`src/verilog/epcsr_defines.vh`:
```
`ifndef EPCSR_DEFINES_VH
`define EPCSR_DEFINES_VH
// ============================================================
// register offsets
`define EPCSR_OFS_CTRL1 8'h00
`define EPCSR_OFS_STAT1 8'h04
`define EPCSR_OFS_IDLO 8'h08
`define EPCSR_OFS_IDHI 8'h0C
`define EPCSR_OFS_SPEED 8'h10
`define EPCSR_OFS_PKG1 8'h14
`define EPCSR_OFS_PKG2 8'h18
`define EPCSR_OFS_CTRL2 8'h1C
`define EPCSR_OFS_STAT2 8'h20
`define EPCSR_OFS_BASER 8'h80
`define EPCSR_OFS_LANE_LO 8'hC8
`define EPCSR_OFS_LANE_HI 8'hCC
`define EPCSR_OFS_MARK_LO 8'hD0
`define EPCSR_OFS_MARK_HI 8'hD4
// ============================================================
// instance layout
`define EPCSR_NINST 7
`define EPCSR_INST_200 3'h6
`define EPCSR_INST_01 3'h4
`define EPCSR_INST_23 3'h5
`define EPCSR_NLANE 20
`define EPCSR_LANE_LO_W 8
`define EPCSR_LANE_HI_W 12
// ============================================================
// field positions
`define EPCSR_B_RESET 15
`define EPCSR_B_LOOP 14
`define EPCSR_B_TXLATCH 11
`define EPCSR_B_RXLATCH 10
`define EPCSR_B_TXNOW 9
`define EPCSR_B_RXNOW 8
`define EPCSR_B_FAULT 7
`define EPCSR_B_LINK 2
`define EPCSR_B_LPABLE 1
`define EPCSR_B_S2FAULT 11
`define EPCSR_B_BRLINK 12
`define EPCSR_B_HIBER 1
`define EPCSR_B_BLOCK 0
`define EPCSR_B_ALIGN 12
`define EPCSR_F_SPD_HI 5
`define EPCSR_F_SPD_LO 2
`define EPCSR_F_TYP_HI 3
`define EPCSR_F_HALF_HI 15
// ============================================================
// fixed values
`define EPCSR_CTRL1_RSVD 16'h2040
`define EPCSR_PKG1_VAL 32'h0000_0008
`define EPCSR_ZERO 32'h0000_0000
`define EPCSR_PRESENT 16'h8000
`define EPCSR_SPD_50G 4'h6
`define EPCSR_SPD_100G 4'h4
`define EPCSR_SPD_200G 4'h0
`define EPCSR_TYP_50G 4'h8
`define EPCSR_TYP_100G 4'h5
`define EPCSR_TYP_200G 4'hC
`define EPCSR_ABL_50G 16'h0031
`define EPCSR_ABL_100G 16'h0008
`define EPCSR_ABL_200G 16'h0000
`define EPCSR_S2CAP_50G 16'h0181
`define EPCSR_S2CAP_100G 16'h0020
`define EPCSR_S2CAP_200G 16'h0000
`endif

```
`src/verilog/epcsr_regs.v`:
```
`timescale 1ns/10ps
`include "epcsr_defines.vh"
module epcsr_regs (
   input wire sys_clk,
   input wire rst,
   input wire psel,
   input wire penable,
   input wire pwrite,
   input wire [11:0] paddr,
   input wire [31:0] pwdata,
   input wire [3:0] pstrb,
   output wire pready,
   output wire [31:0] prdata,
   output wire pslverr,
   input wire [6:0] txIdle,
   input wire [6:0] rxIdle,
   input wire [6:0] pcsFault,
   input wire [6:0] rxLinkUp,
   input wire [6:0] highBer,
   input wire [6:0] blockLock,
   input wire [139:0] laneLock,
   input wire [139:0] markerLock,
   output wire [6:0] pcsReset,
   output wire [6:0] loopback
);
   localparam SW = 322;
   // ============================================================
   // input synchronisers
   reg [SW-1:0] meta_q;
   reg [SW-1:0] sync_q;
   always @(posedge sys_clk or posedge rst) begin
      if (rst) begin
         meta_q <= {SW{1'b0}};
         sync_q <= {SW{1'b0}};
      end else begin
         meta_q <= {markerLock, laneLock, blockLock, highBer, pcsFault, rxLinkUp, rxIdle, txIdle};
         sync_q <= meta_q;
      end
   end
   wire [6:0] sTx = sync_q[6:0];
   wire [6:0] sRx = sync_q[13:7];
   wire [6:0] sLink = sync_q[20:14];
   wire [6:0] sFault = sync_q[27:21];
   wire [6:0] sBer = sync_q[34:28];
   wire [6:0] sBlock = sync_q[41:35];
   wire [139:0] sLane = sync_q[181:42];
   wire [139:0] sMark = sync_q[321:182];

   // ============================================================
   // decoding helpers
   function mapped;
      input [7:0] ofs;
      begin
         case (ofs)
            `EPCSR_OFS_CTRL1, `EPCSR_OFS_STAT1, `EPCSR_OFS_IDLO, `EPCSR_OFS_IDHI,
            `EPCSR_OFS_SPEED, `EPCSR_OFS_PKG1, `EPCSR_OFS_PKG2, `EPCSR_OFS_CTRL2,
            `EPCSR_OFS_STAT2, `EPCSR_OFS_BASER, `EPCSR_OFS_LANE_LO, `EPCSR_OFS_LANE_HI,
            `EPCSR_OFS_MARK_LO, `EPCSR_OFS_MARK_HI: mapped = 1'b1;
            default: mapped = 1'b0;
         endcase
      end
   endfunction

   function [1:0] rateClass;
      input [2:0] inst;
      begin
         if (inst == `EPCSR_INST_200) begin
            rateClass = 2'd2;
         end else if (inst == `EPCSR_INST_01 || inst == `EPCSR_INST_23) begin
            rateClass = 2'd1;
         end else begin
            rateClass = 2'd0;
         end
      end
   endfunction

   // ============================================================
   // apb decode
   wire [2:0] inst = paddr[10:8];
   wire [7:0] ofs = paddr[7:0];
   wire hit = (inst < `EPCSR_NINST) && mapped(ofs) && (paddr[11] == 1'b0);
   wire setup = psel && !penable;
   wire access = psel && penable;
   wire wrHit = access && pwrite && hit;
   wire rdHit = access && !pwrite && hit;
   assign pready = 1'b1;

   // ============================================================
   // control and latched status per instance
   reg [6:0] rst_q;
   reg [6:0] loop_q;
   reg [6:0] txLatch_q;
   reg [6:0] rxLatch_q;
   reg [6:0] downLatch_q;
   reg [6:0] s2Fault_q;
   genvar g;
   generate
      for (g = 0; g < `EPCSR_NINST; g = g + 1) begin : inst_g
         wire sel = (inst == g);
         wire ctrlWr = wrHit && sel && (ofs == `EPCSR_OFS_CTRL1) && pstrb[1];
         wire st1Rd = rdHit && sel && (ofs == `EPCSR_OFS_STAT1);
         wire st2Rd = rdHit && sel && (ofs == `EPCSR_OFS_STAT2);
         always @(posedge sys_clk or posedge rst) begin
            if (rst) begin
               rst_q[g] <= 1'b0;
               loop_q[g] <= 1'b0;
               txLatch_q[g] <= 1'b0;
               rxLatch_q[g] <= 1'b0;
               downLatch_q[g] <= 1'b1;
               s2Fault_q[g] <= 1'b0;
            end else begin
               rst_q[g] <= ctrlWr && pwdata[`EPCSR_B_RESET];
               if (ctrlWr) begin
                  loop_q[g] <= pwdata[`EPCSR_B_LOOP];
               end
               txLatch_q[g] <= sTx[g] || (txLatch_q[g] && !st1Rd);
               rxLatch_q[g] <= sRx[g] || (rxLatch_q[g] && !st1Rd);
               downLatch_q[g] <= !sLink[g] || (downLatch_q[g] && !st1Rd);
               s2Fault_q[g] <= sFault[g] || (s2Fault_q[g] && !st2Rd);
            end
         end
      end
   endgenerate
   assign pcsReset = rst_q;
   assign loopback = loop_q;

   // ============================================================
   // read mux
   reg [31:0] rd;
   reg [3:0] spd;
   reg [3:0] typ;
   reg [15:0] abl;
   reg [15:0] cap;
   reg [19:0] lanes;
   reg [19:0] marks;
   always @* begin
      rd = `EPCSR_ZERO;
      lanes = sLane[inst * `EPCSR_NLANE +: `EPCSR_NLANE];
      marks = sMark[inst * `EPCSR_NLANE +: `EPCSR_NLANE];
      case (rateClass(inst))
         2'd0: begin
            spd = `EPCSR_SPD_50G;
            typ = `EPCSR_TYP_50G;
            abl = `EPCSR_ABL_50G;
            cap = `EPCSR_S2CAP_50G;
         end
         2'd1: begin
            spd = `EPCSR_SPD_100G;
            typ = `EPCSR_TYP_100G;
            abl = `EPCSR_ABL_100G;
            cap = `EPCSR_S2CAP_100G;
         end
         default: begin
            spd = `EPCSR_SPD_200G;
            typ = `EPCSR_TYP_200G;
            abl = `EPCSR_ABL_200G;
            cap = `EPCSR_S2CAP_200G;
         end
      endcase
      if (hit) begin
         case (ofs)
            `EPCSR_OFS_CTRL1: begin
               rd[`EPCSR_F_HALF_HI:0] = `EPCSR_CTRL1_RSVD;
               rd[`EPCSR_B_RESET] = rst_q[inst];
               rd[`EPCSR_B_LOOP] = loop_q[inst];
               rd[`EPCSR_F_SPD_HI:`EPCSR_F_SPD_LO] = spd;
            end
            `EPCSR_OFS_STAT1: begin
               rd[`EPCSR_B_TXLATCH] = txLatch_q[inst];
               rd[`EPCSR_B_RXLATCH] = rxLatch_q[inst];
               rd[`EPCSR_B_TXNOW] = sTx[inst];
               rd[`EPCSR_B_RXNOW] = sRx[inst];
               rd[`EPCSR_B_FAULT] = sFault[inst];
               rd[`EPCSR_B_LINK] = sLink[inst] && !downLatch_q[inst];
               rd[`EPCSR_B_LPABLE] = 1'b1;
            end
            `EPCSR_OFS_IDLO, `EPCSR_OFS_IDHI: rd = `EPCSR_ZERO;
            `EPCSR_OFS_SPEED: rd[`EPCSR_F_HALF_HI:0] = abl;
            `EPCSR_OFS_PKG1: rd = `EPCSR_PKG1_VAL;
            `EPCSR_OFS_PKG2: rd = `EPCSR_ZERO;
            `EPCSR_OFS_CTRL2: rd[`EPCSR_F_TYP_HI:0] = typ;
            `EPCSR_OFS_STAT2: begin
               rd[`EPCSR_F_HALF_HI:0] = `EPCSR_PRESENT | cap;
               rd[`EPCSR_B_S2FAULT] = s2Fault_q[inst];
            end
            `EPCSR_OFS_BASER: begin
               rd[`EPCSR_B_BRLINK] = sLink[inst];
               rd[`EPCSR_B_HIBER] = sBer[inst];
               rd[`EPCSR_B_BLOCK] = sBlock[inst];
            end
            `EPCSR_OFS_LANE_LO: begin
               rd[`EPCSR_LANE_LO_W-1:0] = lanes[`EPCSR_LANE_LO_W-1:0];
               rd[`EPCSR_B_ALIGN] = (&lanes) && (&marks);
            end
            `EPCSR_OFS_LANE_HI: rd[`EPCSR_LANE_HI_W-1:0] = lanes[`EPCSR_NLANE-1:`EPCSR_LANE_LO_W];
            `EPCSR_OFS_MARK_LO: rd[`EPCSR_LANE_LO_W-1:0] = marks[`EPCSR_LANE_LO_W-1:0];
            `EPCSR_OFS_MARK_HI: rd[`EPCSR_LANE_HI_W-1:0] = marks[`EPCSR_NLANE-1:`EPCSR_LANE_LO_W];
            default: rd = `EPCSR_ZERO;
         endcase
      end
   end

   // ============================================================
   // read data and error captured in setup phase
   reg [31:0] rdata_q;
   reg err_q;
   always @(posedge sys_clk or posedge rst) begin
      if (rst) begin
         rdata_q <= `EPCSR_ZERO;
         err_q <= 1'b0;
      end else if (setup) begin
         rdata_q <= pwrite ? `EPCSR_ZERO : rd;
         err_q <= !hit;
      end
   end
   assign prdata = rdata_q;
   assign pslverr = access && err_q;
endmodule
```
`config.mk`:
```
export PLATFORM = sky130hd
export DESIGN_NAME = epcsr_regs
export DESIGN_NICKNAME = d
export VERILOG_FILES = /design/src/verilog/epcsr_regs.v
export VERILOG_INCLUDE_DIRS = /design/src /design/src/verilog
export SDC_FILE = /design/constraint.sdc
export NUM_CORES = 1
export LEC_CHECK = 0
export ABC_AREA = 1
export CAP_MARGIN = 20
export CORE_ASPECT_RATIO = 0.9
export CORE_UTILIZATION = 45
export CTS_BUF_LIST = sky130_fd_sc_hd__clkbuf_8 sky130_fd_sc_hd__clkbuf_16
export CTS_CLUSTER_SIZE = 14
export DETAILED_ROUTE_END_ITERATION = 8
export DONT_BUFFER_PORTS = 1
export SLEW_MARGIN = 20
export SYNTH_ARGS = -nofsm -noshare
export SYNTH_HDL_FRONTEND = slang
export SYNTH_SLANG_ARGS = --single-unit
```
`constraint.sdc`:
```
create_clock -name sys_clk -period 31.8 [get_ports sys_clk]
set_clock_uncertainty 0.1 [all_clocks]
set_input_delay 4.77 -clock sys_clk [delete_from_list [all_inputs] [get_ports sys_clk]]
set_output_delay 4.77 -clock sys_clk [all_outputs]
set_load 0.1 [all_outputs]
```
Word-level counts from Yosys, hierarchy flattened
Cells that the tools add are included.
Widths: inputs -> output; s select.
{"block": "totals", "elab_cells": 262, "reg_bits": 719, "in_bits": 375, "output_inout_bits": 48}
{"block": "classes", "shift": 2, "mux": 42, "n_reduce_logical": 148, "n_lt_le_gt_ge": 2, "n_mul": 1, "bitwise": 1, "eq_ne": 20}
{"cell": "$shiftx 140x9->20", "n": 2}
{"cell": "$logic_and 1x1->1", "n": 88}
{"cell": "$eq 8x8->1 const B", "n": 5}
{"cell": "$reduce_and 20->1", "n": 2}
{"cell": "$bmux 1 s3", "n": 12}
{"cell": "$eq 8x5->1 const B", "n": 4}
{"cell": "$mux 32", "n": 1}
{"cell": "$logic_or 1x1->1", "n": 29}
{"cell": "$pmux 1 s9", "n": 3}
{"cell": "$logic_not 1->1", "n": 25}
{"cell": "$pmux 3 s7", "n": 1}
{"cell": "$pmux 4 s5", "n": 1}
{"cell": "$pmux 9 s2", "n": 1}
{"cell": "$eq 8x4->1 const B", "n": 2}
{"cell": "$mux 16", "n": 1}
{"cell": "$mux 1", "n": 14}
{"cell": "$reduce_or 14->1", "n": 1}
{"cell": "$pmux 6 s2", "n": 1}
{"cell": "$eq 3x3->1 const B", "n": 3}
{"cell": "$pmux 3 s3", "n": 1}
{"cell": "$eq 8x3->1 const B", "n": 1}
{"cell": "$eq 8x6->1 const B", "n": 1}
{"cell": "$logic_not 8->1", "n": 1}
{"cell": "$pmux 1 s8", "n": 1}
{"cell": "other kinds (14)", "n": 15}

Logic depth before layout (Yosys ltp)
Gate-level depths: netlist (run 1).
{"block": "logic_depth", "word_depth": 11, "ltp_mapped": 17, "depth_no_buf": 15}

Worst setup path after synthesis (run 1)
OpenSTA, ideal clock, no wires.
{"block": "synth_timing", "path_type": "input -> output", "from": "in psel", "to": "out pslverr", "path_slack_ps": 20839, "required_ps": 26930, "path_buffers": 0, "cell_stages": 2, "arrival_time_ps": 6091, "path_cell_list": "nand2_1 nor2_1"}
{"block": "synth_between", "elab_chain_len": 2}
{"element": "from (decl)", "line_no": "epcsr_regs.v:6", "text": "input wire psel,"}
{"element": "$logic_and 1x1->1", "line_no": "epcsr_regs.v:83", "text": "wire access = psel && penable;"}
{"element": "$logic_and 1x1->1", "line_no": "epcsr_regs.v:217", "text": "assign pslverr = access && err_q;"}
{"element": "to (decl)", "line_no": "epcsr_regs.v:14", "text": "output wire pslverr,"}
Every way passes these cells.

Final worst setup path (run 1)
Same ends and word-level chain as after synthesis.

==> impl_metrics.py, run 1 <==
metrics = {
    "status": {
        "outcome": "completed",
    },
    "yosys": {
        "synth-seq-cells": 703,
        "synth_cell_type_count": 34,
        "yosysTopAreaCell": "dfrtp_1",
        "synth_ff_type": "dfrtp_1",
        "ys_seq_area_share_pct": 78.4,
        "async_flop_share_pct": 100,
        "netlist_instances": 1845,
        "netlist.area_leader.share_pct": 77.6,
        "synth-edff-count": 0,
        "avgSynthCellArea_um2": 12.2,
        "netlist_area_um2": 22400,
        "yosys-top-cells-area": "dfrtp_1 (78%), nand2_1 (11%), nand3_1 (2.1%), nor2_1 (1.4%), inv_1 (1.0%)",
        "yosys_warnings": 0,
    },
    "die": {
        "die_w_um": 237,
        "core_area_um2": 49100,
        "initial_core_util_pct": 45.7,
        "die_area_um2": 50800,
        "io_pins": 423,
        "die_h_um": 214,
        "rows": 77,
    },
    "clock_tree": {
        "cts.sinks": 703,
        "hold_buffers": 0,
        "htreeDepth": 3,
        "cts_resized": 0,
        "root_buffer": "clkbuf_16",
        "cts_setup_buffers": 0,
        "clk_latency_ns": 0.60,
        "cts_tree": "done",
        "clk_pin_slew_ns": 0.06,
        "clockBufferDepth": 3,
        "numCtsBuffers": 69,
    },
    "cells_and_area": {
        "layout_commonest_cell": "dfrtp_1",
        "final_layout_size_suffix_gt1_share_pct": 7.97,
        "layout_common_cells": "dfrtp_1 (696), nand2_1 (687), nand3_1 (92)",
        "n_fill_cell": 4203,
        "multiInputGateArea_um2": 4270,
        "final_nets": 2246,
        "syn_to_final_growth_pct": 13.3,
        "regArea_um2": 17600,
        "final_util_pct": 51.8,
    },
    "timing": {
        "final_max_slew_viol_count": 0,
        "period_share_pct": 33.2,
        "grt_setup_unrepaired": "false",
        "fin_setup_tns_ns": 0,
        "slew-limit-headroom_pct": 29.8,
        "fmax_mhz": 94.8,
        "hold_viol_final": 0,
        "tightestPinTransition_ns": 1.05,
        "min_period_ns": 10.55,
        "setup_violations": 0,
    },
    "pwr": {
        "switchingPower_uw": 407,
        "power_frac_clock_pct": 44.5,
        "vdd_drop_max_v": 0.0000584,
        "sequentialPowerShare_pct": 51.3,
        "power_density_nw_per_um2": 72.7,
        "p_comb_share_pct": 4.2,
        "leakagePower_nw": 12.1,
        "internal-power_mw": 1.44,
        "p_sw_share_pct": 22.0,
    },
    "worst_setup_path": {
        "crit_fanout": 3,
        "path_cells": "nand2_1, nor2_2",
        "cp_top_family": "simple AND/OR/NAND/NOR gates",
        "critPathKind": "in2out",
        "cp.buffers_inverters": 0,
        "crit_path_end_kind": "output port",
        "cp_slowest_cell": "nor2_2",
        "worst_ep_arrival_time_ns": 5.68,
        "startpoint_type": "primary input",
        "slowest_delay_ns": 0.82,
        "critPathRequiredTime_ns": 26.93,
    },
    "route": {
        "drt-initial-drc-count": 1121,
        "drcViolationCount": 0,
        "first_pass_iters": 5,
        "wirelength_um": 55900,
        "wl_per_cell_um": 21.8,
        "post_drt_via_cell_ratio": 4.99,
        "ant_nets": 0,
        "vias": 12807,
    },
    "global_route": {
        "grt_pass1_wl_um": 82800,
        "antenna_found_initial": 30,
        "track_usage_pct": 22.6,
        "grt_pass1_vias": 12989,
        "grt_max_degree": 184,
        "grt_overflow": 0,
    },
    "worst_hold_path": {
        "hold_path.class": "reg2reg",
    },
    "placed_design": {
        "routabilityCongestion": 0.874,
        "numPortBuffers": 0,
        "dp_hpwl_um": 37400,
    },
    "flow_run": {
        "maxCapViolCount": 0,
    },
}
Yosys cell counts, types with 2 or more instances:
cell,number
a22oi_1,11
buf_2,34
buf_4,21
a211oi_1,2
o21ai_1,6
buf_1,8
nor2_4,4
dfrtp_1,696
nand2_2,2
nand4_1,27
conb_1,2
o21ai_0,26
clkbuf_1,14
nand3_1,92
nor2_1,82
o2111ai_1,2
nand2_1,687
nor3_1,5
a21oi_1,25
a31oi_1,5
inv_1,62
inv_2,3
nand3_2,2
o22ai_1,6
nor2_2,6
dfstp_2,7
final timing paths:
check / startpoint / cells after the start / slack (ns) / end
setup reg to reg: loopback[3] / 6 / 29.81 / prdata[14]
hold reg to reg: meta_q[174] / 0 / 0.23 / sync_q[174]
max in group asynchronous: rst / 4 / 24.59 / meta_q[199]
hold / removal: meta_q[174] / 0 / 0.23 / sync_q[174]
setup / recovery: psel / 2 / 21.25 / pslverr
min in group asynchronous: rst / 1 / 4.11 / sync_q[289]
through the flow:
step                cell area (um2)  total power, mW  cells  hold slack, ns  setup WS (ns)
floorplan                     22500             1.02   1860           0.231           7.23
global route                  25400             1.92   2559           0.238          21.22
finish                        25400             1.85   2565           0.234          21.25
detailed placement            23000             1.04   2431           0.235          21.24
global placement              23000             1.04   2431           0.232          21.24
CTS                           25400             1.87   2550           0.222          21.24
cell type report:
cell class,instances,area share (%)
sequential,703,69.2
multi-input combinational,1015,16.8
clock buffer,84,7.65
tap,632,3.11
clock inverter,35,1.50
inverter,65,0.989
timing repair buffer,17,0.644
antenna,14,0.138
routing by layer:
layer / track usage, % / share of wire (%) / up-vias
met1: 30.9 / 43 / 6412
met3: 7.72 / 8.0 / 110
met5: 0 / 0.30 / -
li1: - / - / 5809
met4: 6.59 / 2.3 / 26
met2: 34.3 / 46 / 450
power by group through the flow:
stage	sequential (mW)	combinational (mW)	clock [mW]
floorplan	0.962	0.0599	0
global placement	0.963	0.0792	0
detailed placement	0.964	0.0799	0
CTS	0.948	0.0803	0.840
global route	0.951	0.0892	0.878
finish	0.948	0.0782	0.823
registers in the layout, summed over array words and instances (netlist names):
name,cells
txLatch_q,7
rxLatch_q,7
prdata,16
loopback,7
pcsReset,7
sync_q,322
meta_q,322
downLatch_q,7
s2Fault_q,7
err_q,1
cells by family after synthesis:
family / synth area share, %
flip-flops: 78.4
AO/OA/AOI/OAI: 2.27
buffers and inverters: 2.91
AND/OR/NAND/NOR: 16.4
other: 0.0335
No activity file was read; power rests on OpenSTA's default activity.
==> inputs of run 2 (changes only) <==
clock period = 10.3 ns   (was 31.8 ns; I/O delays follow)
==> impl_metrics.py, run 2 (synthesis results as in run 1) <==
metrics = {
    "status": {
        "outcome": "completed",
    },
    "route": {
        "post_drt_via_cell_ratio": 4.99,
        "ant_nets": 0,
        "first_pass_iters": 5,
        "wirelength_um": 56500,
        "drt-initial-drc-count": 1063,
        "vias": 12842,
        "wl_per_cell_um": 22.0,
        "drcViolationCount": 0,
    },
    "cells_and_area": {
        "final_area_um2": 25600,
        "layout_common_cells": "dfrtp_1 (696), nand2_1 (687), nand3_1 (92)",
        "instances_no_fill": 2573,
        "n_fill_cell": 4120,
        "final_util_pct": 52.2,
        "layout_commonest_cell": "dfrtp_1",
        "syn_to_final_growth_pct": 14.2,
        "final_layout_size_suffix_gt1_share_pct": 8.36,
        "final_nets": 2245,
    },
    "die": {
        "die_w_um": 237,
        "rows": 77,
        "die_h_um": 214,
        "die_area_um2": 50800,
        "io_pins": 423,
        "core_area_um2": 49100,
        "initial_core_util_pct": 45.7,
    },
    "timing": {
        "grt_setup_unrepaired": "false",
        "min_period_ns": 4.22,
        "tightestPinTransition_ns": 1.06,
        "slew-limit-headroom_pct": 29.2,
        "setup_violations": 0,
        "fmax_mhz": 237,
        "timing.hold.ws_ns": 0.241,
        "period_share_pct": 41.0,
        "hold_viol_final": 0,
        "final_max_slew_viol_count": 0,
    },
    "worst_setup_path": {
        "startpoint_type": "primary input",
        "crit_fanout": 47,
        "worst_ep_arrival_time_ns": 4.67,
        "slowest_delay_ns": 0.65,
        "path_cells": "inv_2, buf_4, nor2_4, buf_4, nand2_1, nor2_1, nor2_1, nand2_1, nand2_1, nor2_1, nand2_1, nor2_1, nand3_1, nand2_1, nand2_1, nand2_1",
        "cp_slowest_cell": "buf_4",
        "crit_path_end_kind": "register",
        "cp.buffers_inverters": 3,
        "critPathKind": "in2reg",
        "crit_top_cell": "nand2_1",
        "cp_top_family": "simple AND/OR/NAND/NOR gates",
        "critPathRequiredTime_ns": 10.75,
    },
    "pwr": {
        "leakagePower_nw": 12.2,
        "sequentialPowerShare_pct": 49.7,
        "power_density_nw_per_um2": 230,
        "power_frac_clock_pct": 46.2,
        "switchingPower_mw": 1.30,
        "vdd_drop_max_v": 0.000187,
        "total_power_mw": 5.89,
        "p_comb_share_pct": 4.1,
        "p_sw_share_pct": 22.1,
        "internal-power_mw": 4.58,
    },
    "clock_tree": {
        "clk_pin_slew_ns": 0.06,
        "root_buffer": "clkbuf_16",
        "htreeDepth": 3,
        "cts_resized": 0,
        "numCtsBuffers": 71,
        "hold_buffers": 0,
        "clk_latency_ns": 0.62,
        "cts.sinks": 703,
        "cts_tree": "done",
        "clockBufferDepth": 3,
        "cts_setup_buffers": 0,
    },
    "global_route": {
        "grt_overflow": 0,
        "grt_max_degree": 177,
        "grt_pass1_wl_um": 82600,
        "antenna_found_initial": 30,
        "track_usage_pct": 22.7,
        "grt_pass1_vias": 13018,
    },
    "placed_design": {
        "routabilityCongestion": 0.872,
        "dp_hpwl_um": 37400,
        "numPortBuffers": 0,
        "dpl.cell_count": 2429,
        "placed_area_um2": 23000,
    },
    "worst_hold_path": {
        "hold_path.class": "reg2reg",
    },
    "flow_run": {
        "maxCapViolCount": 0,
    },
}
[run 2: changes by cell type in the layout (fill, tap and decap cells not counted), sizes merged]
cell,previous run,this run
buf,17,14
bufinv,7,10
inv,78,81
clkbuf,84,86
clkinv,12,14
diode,14,16
clkinvlp,3,2
[run 2: power by group through the flow]
stage	sequential, mW	combinational [mW]	clock [mW]
6_report	2.93	0.242	2.72
3_5_place_dp	2.98	0.248	0
5_1_grt	2.94	0.275	2.89
2_1_floorplan	2.97	0.185	0
3_3_place_gp	2.97	0.245	0
4_1_cts	2.93	0.249	2.78
[run 2: metal layers]
layer / up-vias / track usage [%] / routed length, um
met5: - / 0 / 188
met4: 28 / 6.85 / 1200
met3: 105 / 7.69 / 4280
met2: 448 / 34.4 / 25800
met1: 6436 / 31.2 / 25000
li1: 5825 / - / -
[run 2: per-stage QoR]
step                setup TNS, ns  setup slack (ns)
CTS                             0              6.07
global route                    0              5.90
floorplan                 -670.41            -0.963
finish                          0              6.08
global placement                0              5.38
detailed placement              0              5.41
[run 2: worst paths after layout]
path | from | end | slack (ns) | depth (start not counted)
setup / recovery | paddr[9] | prdata[12] | 6.08 | 16
hold / removal | meta_q[291] | sync_q[291] | 0.24 | 0
setup reg to reg | loopback[3] | prdata[14] | 8.25 | 6
hold reg to reg | meta_q[291] | sync_q[291] | 0.24 | 0
max in group asynchronous | rst | txLatch_q[0] | 7.66 | 3
min in group asynchronous | rst | meta_q[125] | 0.90 | 2
[run 2: layout make-up]
class	instances	area, um2	share of cell area (%)
Sequential cell	703	17600	68.7
Timing Repair Buffer	14	150	0.586
Inverter	65	248	0.967
Antenna cell	16	40.0	0.156
Clock inverter	42	527	2.06
Multi-Input combinational cell	1015	4270	16.7
Clock buffer	86	2010	7.83
Tap cell	632	791	3.09
[run 2: worst register-to-register path: stages (launching register included)]
cell and delay [ns]:
dfrtp_1 0.95, a22oi_1 0.22, nand2_1 0.12, nand2_1 0.06, a31oi_1 0.25, nand3_1 0.11
o21ai_0 0.15
